==> src/hw/vcs_cfg.svh <==
`ifndef VCS_CFG_SVH
`define VCS_CFG_SVH

// Register locations, decoded from the low address byte only.
`define VCS_LOC_IO_MODE 8'h00
`define VCS_LOC_DUMMY 8'h01
`define VCS_LOC_DRIVE 8'h03
`define VCS_LOC_ADDR_BYTES 8'h05
`define VCS_LOC_XIP 8'h06
`define VCS_LOC_WRAP 8'h07
`define VCS_LOC_PATTERN 8'h0a
`define VCS_LOC_ECC_CTRL 8'h0b
`define VCS_LOC_ERR_FLAGS 8'h0c
`define VCS_LOC_ADDR_LOW 8'h0d
`define VCS_LOC_ADDR_MLOW 8'h0e
`define VCS_LOC_ADDR_MHIGH 8'h0f
`define VCS_LOC_ADDR_HIGH 8'h10
`define VCS_LOC_BANK 8'h11

// Reset values.
`define VCS_ERASED 8'hff
`define VCS_PATTERN_RST 8'h55
`define VCS_FLAGS_RST 8'h00
`define VCS_ADDR_RST 8'h00

// Legal settings of the byte-wide fields.
`define VCS_IO_XSPI 8'hff
`define VCS_IO_XSPI_NOSTB 8'hdf
`define VCS_IO_ODDR 8'he7
`define VCS_IO_ODDR_NOSTB 8'hc7
`define VCS_DUMMY_MAX 8'h1f

// Field positions.
`define VCS_ECC_ON_N_BIT 0
`define VCS_ERR_TYPE_BIT 2
`define VCS_REPROG_BIT 7
`define VCS_TALLY_HI 6
`define VCS_TALLY_LO 3
`define VCS_UNCORR_BIT 2
`define VCS_PARITY_BIT 1
`define VCS_CRC_BIT 0
`define VCS_TALLY_MAX 4'hf
`define VCS_BANK_IDLE 4'h0
`define VCS_BANK_LOW_BASE 2'b01
`define VCS_BANK_HIGH_BASE 2'b11

`endif

==> src/hw/vcs_pkg.sv <==
package vcs_pkg;
  typedef logic [7:0] vcs_byte_t;
  typedef logic [2:0] vcs_bank_t;
  typedef enum logic [2:0] {
    VCS_ST_IDLE = 3'b001,
    VCS_ST_READ = 3'b010,
    VCS_ST_WRITE = 3'b100
  } vcs_state_t;
endpackage : vcs_pkg

==> src/hw/vcs_cfg_mem.sv <==
`timescale 1ns/100ps
`include "vcs_cfg.svh"

// Holds the writable configuration bytes; read data leave from a register.
module vcs_cfg_mem (
  // Clock and reset
  input wire logic clk,
  input wire logic sys_rst,
  // Write port
  input wire logic wr_en,
  input wire logic [2:0] wr_slot,
  input wire logic [7:0] wr_data,
  // Read port
  input wire logic [2:0] rd_slot,
  output logic [7:0] rd_data,
  // Direct view of every slot
  output logic [63:0] all_slots
);
  logic [7:0] mem_q [8];

  genvar gi;
  generate
    for (gi = 0; gi < 8; gi++) begin : g_slot
      always_ff @(posedge clk) begin
        if (sys_rst) begin
          mem_q[gi] <= (gi == 6) ? `VCS_PATTERN_RST : `VCS_ERASED;
        end else if (wr_en && wr_slot == 3'(gi)) begin
          mem_q[gi] <= wr_data;
        end
      end
      assign all_slots[gi*8 +: 8] = mem_q[gi];
    end
  endgenerate

  always_ff @(posedge clk) begin
    if (sys_rst) begin
      rd_data <= `VCS_ERASED;
    end else begin
      rd_data <= mem_q[rd_slot];
    end
  end
endmodule : vcs_cfg_mem

==> src/hw/vcs_regs.sv <==
`timescale 1ns/100ps
`include "vcs_cfg.svh"

module vcs_regs (
  // Clock and reset
  input wire logic clk,
  input wire logic sys_rst,
  // Strap: part boots in octal DDR
  input wire logic boot_octal,
  // Register command port from the command decoder
  input wire logic reg_rd,
  input wire logic reg_wr,
  input wire logic [31:0] reg_addr,
  input wire vcs_pkg::vcs_byte_t reg_wdata,
  output vcs_pkg::vcs_byte_t reg_rdata,
  output logic reg_rvalid,
  // Write enable latch and flag status interaction
  input wire logic wel_in,
  output logic wel_clear,
  output logic bad_setting_set,
  // Array events
  input wire logic pe_active,
  input wire vcs_pkg::vcs_bank_t pe_bank,
  input wire logic ecc_corr_evt,
  input wire logic ecc_dbl_evt,
  input wire logic [31:0] ecc_evt_addr,
  input wire logic reprog_evt,
  input wire logic parity_err_evt,
  input wire logic crc_err_evt,
  // Configuration outputs
  output logic ecc_on_n,
  output logic error_type_select,
  output vcs_pkg::vcs_byte_t io_mode,
  output vcs_pkg::vcs_byte_t dummy_cycles,
  output logic err_event
);
  import vcs_pkg::*;

  vcs_state_t state_q;
  vcs_byte_t loc_q;
  vcs_byte_t wdata_q;
  logic strap_q;
  logic reprog_q;
  logic uncorr_q;
  logic parity_q;
  logic crc_q;
  logic [3:0] tally_q;
  logic captured_q;
  logic [27:0] chunk_q;
  logic [3:0] bank_q;
  logic mem_wr;
  logic [2:0] mem_wslot;
  logic [2:0] mem_rslot;
  vcs_byte_t mem_rdata;
  logic [63:0] slots;
  logic legal;
  logic [2:0] slot;
  logic stored;
  logic sel_evt;
  vcs_byte_t direct_d;
  vcs_byte_t direct_q;
  logic [3:0] cur_info;
  logic [3:0] req_info;
  vcs_byte_t req_loc;
  vcs_byte_t rdata_d;
  logic strap_meta_q;
  logic strap_mid_q;
  logic strap_late_q;
  logic strap_done_q;

  // Maps a location to a storage slot; the top bit of the result says if it is stored.
  function automatic logic [3:0] slot_of(input vcs_byte_t loc);
    logic [3:0] r;
    r = 4'h0;
    if (loc == `VCS_LOC_IO_MODE) begin
      r = 4'h8;
    end else if (loc == `VCS_LOC_DUMMY) begin
      r = 4'h9;
    end else if (loc == `VCS_LOC_DRIVE) begin
      r = 4'ha;
    end else if (loc == `VCS_LOC_ADDR_BYTES) begin
      r = 4'hb;
    end else if (loc == `VCS_LOC_XIP) begin
      r = 4'hc;
    end else if (loc == `VCS_LOC_WRAP) begin
      r = 4'hd;
    end else if (loc == `VCS_LOC_PATTERN) begin
      r = 4'he;
    end else if (loc == `VCS_LOC_ECC_CTRL) begin
      r = 4'hf;
    end
    return r;
  endfunction : slot_of

  // Checks that a written value is a defined setting of its location.
  function automatic logic setting_ok(input vcs_byte_t loc, input vcs_byte_t v,
                                      input logic octal);
    logic ok;
    ok = 1'b0;
    if (loc == `VCS_LOC_IO_MODE) begin
      if (octal) begin
        ok = (v == `VCS_IO_XSPI) || (v == `VCS_IO_ODDR);
      end else begin
        ok = (v == `VCS_IO_XSPI) || (v == `VCS_IO_XSPI_NOSTB) ||
             (v == `VCS_IO_ODDR) || (v == `VCS_IO_ODDR_NOSTB);
      end
    end else if (loc == `VCS_LOC_DUMMY) begin
      ok = (v <= `VCS_DUMMY_MAX);
    end else if (loc == `VCS_LOC_DRIVE) begin
      ok = (v >= 8'hfc);
    end else if (loc == `VCS_LOC_ADDR_BYTES) begin
      ok = (v >= 8'hfe);
    end else if (loc == `VCS_LOC_XIP) begin
      ok = (v >= 8'hfe);
    end else if (loc == `VCS_LOC_WRAP) begin
      ok = (v >= 8'hfc);
    end else if (loc == `VCS_LOC_PATTERN) begin
      ok = 1'b1;
    end else if (loc == `VCS_LOC_ECC_CTRL) begin
      ok = v[7]; // Bit 7 is reserved and must stay one.
    end
    return ok;
  endfunction : setting_ok

  // The strap pin is not timed to clk, so it passes three flops before it is used.
  // The chain runs through reset so that the pin has settled when reset is released.
  always_ff @(posedge clk) begin
    strap_meta_q <= boot_octal;
    strap_mid_q <= strap_meta_q;
    strap_late_q <= strap_mid_q;
  end

  // The strap is taken once after reset, when the last two flops agree, and then kept.
  // Holding it stops a pin glitch from changing which I/O modes are refused in mid-run.
  always_ff @(posedge clk) begin
    if (sys_rst) begin
      strap_q <= 1'b0;
      strap_done_q <= 1'b0;
    end else if (!strap_done_q && strap_mid_q == strap_late_q) begin
      strap_q <= strap_late_q;
      strap_done_q <= 1'b1;
    end
  end

  // Command sequencing: a command is taken in idle and completes one cycle later.
  // A request in the cycle after a take is ignored, so the host spaces its requests.
  always_ff @(posedge clk) begin
    if (sys_rst) begin
      state_q <= VCS_ST_IDLE;
      loc_q <= 8'h00;
      wdata_q <= 8'h00;
    end else begin
      case (state_q)
        VCS_ST_IDLE: begin
          if (reg_rd) begin
            state_q <= VCS_ST_READ;
            loc_q <= reg_addr[7:0];
          end else if (reg_wr) begin
            state_q <= VCS_ST_WRITE;
            loc_q <= reg_addr[7:0];
            wdata_q <= reg_wdata;
          end
        end
        VCS_ST_READ: begin
          state_q <= VCS_ST_IDLE;
        end
        VCS_ST_WRITE: begin
          state_q <= VCS_ST_IDLE;
        end
        default: begin
          state_q <= VCS_ST_IDLE;
        end
      endcase
    end
  end

  // Only the low address byte reaches the decoders; the upper bytes are ignored.
  assign req_loc = reg_addr[7:0];
  assign cur_info = slot_of(loc_q);
  assign req_info = slot_of(req_loc);
  assign slot = cur_info[2:0];
  assign stored = cur_info[3];
  assign legal = stored && setting_ok(loc_q, wdata_q, strap_q);
  // A write without the latch is dropped quietly and raises no flag.
  assign mem_wr = (state_q == VCS_ST_WRITE) && wel_in && legal;
  assign mem_wslot = slot;
  assign mem_rslot = req_info[2:0];

  // A refused setting leaves the byte alone, raises the flag and drops the latch.
  assign bad_setting_set = (state_q == VCS_ST_WRITE) && wel_in && !legal;
  assign wel_clear = (state_q == VCS_ST_WRITE);

  vcs_cfg_mem u_mem (
    .clk(clk),
    .sys_rst(sys_rst),
    .wr_en(mem_wr),
    .wr_slot(mem_wslot),
    .wr_data(wdata_q),
    .rd_slot(mem_rslot),
    .rd_data(mem_rdata),
    .all_slots(slots)
  );

  assign io_mode = slots[7:0];
  assign dummy_cycles = slots[15:8];
  assign ecc_on_n = slots[56 + `VCS_ECC_ON_N_BIT];
  assign error_type_select = slots[56 + `VCS_ERR_TYPE_BIT];

  // Captured event type follows the select bit; only meaningful with ECC on.
  assign sel_evt = !ecc_on_n && (error_type_select ? ecc_dbl_evt : ecc_corr_evt);
  assign err_event = sel_evt;

  // Status flags are set by hardware and cleared only by reset, never by a read.
  always_ff @(posedge clk) begin
    if (sys_rst) begin
      reprog_q <= 1'b0;
    end else if (reprog_evt && !ecc_on_n) begin
      reprog_q <= 1'b1;
    end
  end

  always_ff @(posedge clk) begin
    if (sys_rst) begin
      uncorr_q <= 1'b0;
    end else if (ecc_dbl_evt && !ecc_on_n) begin
      uncorr_q <= 1'b1;
    end
  end

  always_ff @(posedge clk) begin
    if (sys_rst) begin
      parity_q <= 1'b0;
    end else if (parity_err_evt) begin
      parity_q <= 1'b1;
    end
  end

  always_ff @(posedge clk) begin
    if (sys_rst) begin
      crc_q <= 1'b0;
    end else if (crc_err_evt) begin
      crc_q <= 1'b1;
    end
  end

  // Saturating rather than wrapping keeps a long run of corrections from reading as few.
  always_ff @(posedge clk) begin
    if (sys_rst) begin
      tally_q <= 4'h0;
    end else if (ecc_corr_evt && !ecc_on_n && tally_q != `VCS_TALLY_MAX) begin
      tally_q <= tally_q + 4'h1;
    end
  end

  // Only the first selected event is captured; later ones leave the address alone.
  // The low four address bits fall inside one chunk, so they are not kept.
  always_ff @(posedge clk) begin
    if (sys_rst) begin
      captured_q <= 1'b0;
      chunk_q <= 28'h0000000;
    end else if (sel_evt && !captured_q) begin
      captured_q <= 1'b1;
      chunk_q <= ecc_evt_addr[31:4];
    end
  end

  // Bank status trails the busy inputs by one cycle; a read shows that registered view.
  always_ff @(posedge clk) begin
    if (sys_rst) begin
      bank_q <= `VCS_BANK_IDLE;
    end else if (pe_active && pe_bank[2]) begin
      bank_q <= {`VCS_BANK_HIGH_BASE, pe_bank[1:0]};
    end else if (pe_active) begin
      bank_q <= {`VCS_BANK_LOW_BASE, pe_bank[1:0]};
    end else begin
      bank_q <= `VCS_BANK_IDLE;
    end
  end

  // Status bytes are sampled into a register alongside the memory read.
  always_ff @(posedge clk) begin
    if (sys_rst) begin
      direct_q <= `VCS_ERASED;
    end else begin
      direct_q <= direct_d;
    end
  end

  // Any location not decoded here falls through to all ones.
  always_comb begin
    direct_d = `VCS_ERASED;
    if (req_loc == `VCS_LOC_ERR_FLAGS) begin
      direct_d = {reprog_q, tally_q, uncorr_q, parity_q, crc_q};
    end else if (req_loc == `VCS_LOC_ADDR_LOW) begin
      direct_d = {chunk_q[3:0], 4'h0};
    end else if (req_loc == `VCS_LOC_ADDR_MLOW) begin
      direct_d = chunk_q[11:4];
    end else if (req_loc == `VCS_LOC_ADDR_MHIGH) begin
      direct_d = chunk_q[19:12];
    end else if (req_loc == `VCS_LOC_ADDR_HIGH) begin
      direct_d = chunk_q[27:20];
    end else if (req_loc == `VCS_LOC_BANK) begin
      direct_d = {4'h0, bank_q};
    end
  end

  // Both read sources were sampled at the taken edge, so either is ready now.
  always_comb begin
    rdata_d = reg_rdata;
    if (state_q == VCS_ST_READ && stored) begin
      rdata_d = mem_rdata;
    end else if (state_q == VCS_ST_READ) begin
      rdata_d = direct_q;
    end
  end

  // Read data: the memory for stored bytes, status otherwise, all ones if reserved.
  always_ff @(posedge clk) begin
    if (sys_rst) begin
      reg_rdata <= `VCS_ERASED;
      reg_rvalid <= 1'b0;
    end else begin
      reg_rvalid <= (state_q == VCS_ST_READ);
      reg_rdata <= rdata_d;
    end
  end
endmodule : vcs_regs

==> config.mk <==
export PLATFORM = sky130hd
export DESIGN_NAME = vcs_regs
export DESIGN_NICKNAME = d
export VERILOG_FILES = /design/src/hw/vcs_pkg.sv /design/src/hw/vcs_cfg_mem.sv /design/src/hw/vcs_regs.sv
export VERILOG_INCLUDE_DIRS = /design/src /design/src/hw
export SDC_FILE = /design/constraint.sdc
export NUM_CORES = 1
export LEC_CHECK = 0
export CAP_MARGIN = 20
export CORE_UTILIZATION = 63
export CTS_CLUSTER_SIZE = 12
export DETAILED_ROUTE_END_ITERATION = 10
export DONT_BUFFER_PORTS = 1
export GPL_TIMING_DRIVEN = 0
export PLACE_DENSITY = 0.79
export SKIP_CTS_REPAIR_TIMING = 1
export SYNTH_ARGS = -nofsm -noshare
export SYNTH_HDL_FRONTEND = slang
export SYNTH_SLANG_ARGS = --single-unit
==> constraint.sdc <==
create_clock -name clk -period 3.7 [get_ports clk]
set_input_delay 0.185 -clock clk [delete_from_list [all_inputs] [get_ports clk]]
set_output_delay 0.185 -clock clk [all_outputs]
set_load 0.1 [all_outputs]
==> reports/metrics.cfg <==
[run_status]
status = complete, no violations

[layout]
fillCellCount = 668
multi_input_area_mm2 = 0.002919
nets = 883
drive_gt1_frac = 0.1077
layout_commonest_cell = dfxtp_1
layout_common_cells = dfxtp_1, nand2_1, edfxtp_1
diodes = 0
area_growth_pct = 22.07
seqCellArea_mm2 = 0.003724

[setup_path]
crit_fanout = 10
required_ns = 3.51
endpoint_kind = primary output
critical_path_class = register to primary output
worstSetupStartpoint = loc_q[0]
worstPathArrival_ns = 2.80
cpPeakStageDelay_ns = 0.67
rr_startpoint = u_mem.mem_q[7][2]
reg2reg_slack_ns = 0.79
crit_end = bad_setting_set
reg2reg_depth = 6
timing.rr.end = chunk_q[14]
worst_setup_path_start_kind = register
slowest_stage = a211oi_1
crit_chain = buf_1, nand2b_1, a211oi_1, nor2_1, a31oi_2, buf_8

[floorplanning]
num_io_pins = 117
dieHeight_um = 106.3
die_area_mm2 = 0.01131
die_x_um = 106.3
fp-row-count = 37
coreArea_mm2 = 0.01046
start_util = 0.6556

[min_path]
min_from = sys_rst
worstHoldPathCells = 3
hp-class = primary input to register

[route]
drt_iter0_drc = 671
wire_per_inst_um = 20.33
first_pass_iters = 6
routed_wirelength_um = 19190
vias_per_cell = 6.218
drcViolationCount = 0
vias = 5870
ant_nets = 0

[timing]
setup_violations = 0
fmax_mhz = 335.1
finClkSkew_ns = 0.004499
rsz0062_at_grt = false
slew_viol_final = 0
setup_tns_ns = 0
fin_hold_ws_ns = 0.04998
relSlewSlack = 0.2718
min_period_ns = 2.984
hold_viol = 0
worst_slew_pin_slew_ns = 1.091
layout_worst_path_cycle_share = 0.8066

[clocking]
clock-sinks = 154
clkLatencyLatePin_ns = 0.53
path_clk_slew_ns = 0.06
clockBufferDepth = 2
cts_root_buf = clkbuf_8
cts_tree = yes
numCtsBuffers = 17
htree_levels = 4

[synth]
synth_top_area_frac = 0.2802
synth_top_area_cell = edfxtp_1
synthTopCellsByArea = edfxtp_1, dfxtp_1, a21oi_1
yosys_warnings = 0
mappedNetlistArea_mm2 = 0.006859
synthCells = 681
yosysSeqAreaShare = 0.5429
async_flop_share = 0
yosysUniqueCellTypes = 58
synth_edf_count = 64
ys_ff_latch = 154
synth-main-ff-cell = dfxtp_1
avgSynthCellArea_um2 = 10.07

[power_and_ir_drop]
peakVddDrop_uv = 379.6
p_leak_nw = 2.952
powerDensity_mw_per_mm2 = 469.7
p_total_mw = 3.933

[place]
io_buffers = 0
dp_hpwl_um = 12990
gp_congestion = 0.9407

[grt]
grt_first_pass_wirelength_um = 27970
grt_max_degree = 17
grt_util_all_layers = 0.3324
grt_pass1_vias = 5377
antenna_found_initial = 0
grt_overflow = 0

[flow_run]
maxCapViolCount = 0

-- stage by stage --
stage / worst slack (ns) / util / instance area [µm²] / instances
after floorplan: 0.6036 / - / 6975 / 712
after global placement: 0.06497 / 0.6830 / 7146 / 848
after detailed placement: 0.6078 / 0.6916 / 7236 / 855
after CTS: 0.5973 / 0.7477 / 7823 / 887
after global routing: 0.5738 / 0.8003 / 8373 / 944
final: 0.7157 / 0.8003 / 8373 / 944
-- cells in the mapped netlist (2+ instances only) --
cell	count
mux2_2	6
o21bai_1	2
nor2b_1	5
edfxtp_1	64
xor2_1	7
clkbuf_1	40
nor3_1	6
or2_1	8
nand3_1	10
o41ai_1	2
a22oi_1	16
o22a_1	8
o31ai_1	5
nor2_1	48
nand3b_1	5
inv_1	8
buf_4	16
a41oi_1	31
buf_1	8
xnor2_1	4
nor4_1	2
or2_2	9
and3_1	4
o221ai_1	4
buf_2	4
a2111o_1	2
o211ai_1	3
nand2_1	74
o21ai_0	45
dfxtp_1	90
a31oi_1	5
or3_1	13
mux2i_1	28
a2bb2oi_1	4
nand2b_1	6
nor3b_1	5
a21oi_1	57
and2_1	7
-- how the worst min path moves through the flow --
stage | end | slack [ns]
finish | direct_q[2] | 0.05
detailed placement | strap_meta_q | 0.21
CTS | strap_meta_q | -0.33
global route | direct_q[2] | 0.05
floorplan | strap_meta_q | 0.21
global placement | strap_meta_q | 0.21
-- report_power, final --
part	internal [mW]	leakage [nW]	switching [mW]
Combinational	0.146	1.38	0.240
Clock	1.05	0.296	0.635
Sequential	1.83	1.28	0.0391
Total	3.02	2.95	0.915
-- logic make-up (layout without fill, tap and decap cells) --
family / count (synthesis) / after routing / synth area share
and+or+nand+nor: 211 / 211 / 0.1540
buffers and inverters: 77 / 173 / 0.05272
muxes: 34 / 34 / 0.05071
AOI/OAI and AO/OA: 192 / 192 / 0.1833
xor gates and xnor gates: 11 / 11 / 0.01405
other: 1 / 32 / 0.0005467
adders and majority gates: 1 / 1 / 0.001824
DFF: 154 / 154 / 0.5429
-- flip-flops by register name, summed over array words and instances (netlist names), 3 cells and up --
signal / count
u_mem.mem_q: 64
chunk_q: 28
direct_q: 8
loc_q: 8
reg_rdata: 8
u_mem.rd_data: 8
wdata_q: 8
bank_q: 4
tally_q: 4
state_q: 3
-- worst max-delay path: cells and delay by family, from the launching register on --
kind,cells,cell delay (ns)
flops,1,0.37
compound gates,2,0.90
simple gates,2,0.40
buf+inv,2,0.60
-- routing by layer --
layer,share of wire,GRT usage,up-vias
met3,0.090,0.08461,38
met5,0,0,-
met4,0.020,0.09722,0
li1,-,-,2684
met1,0.41,0.4497,2829
met2,0.48,0.5278,319
-- area by class of cell --
type                            instances  area share
Clock inverter                          5    0.006127
Timing Repair Buffer                   64     0.07307
Inverter                                8    0.003586
Multi-Input combinational cell        481      0.3486
Clock buffer                           27     0.06396
Tap cell                              136     0.02032
Sequential cell                       154      0.4447
Buffer                                 69     0.03960
Power figures use the tool's default switching activity.
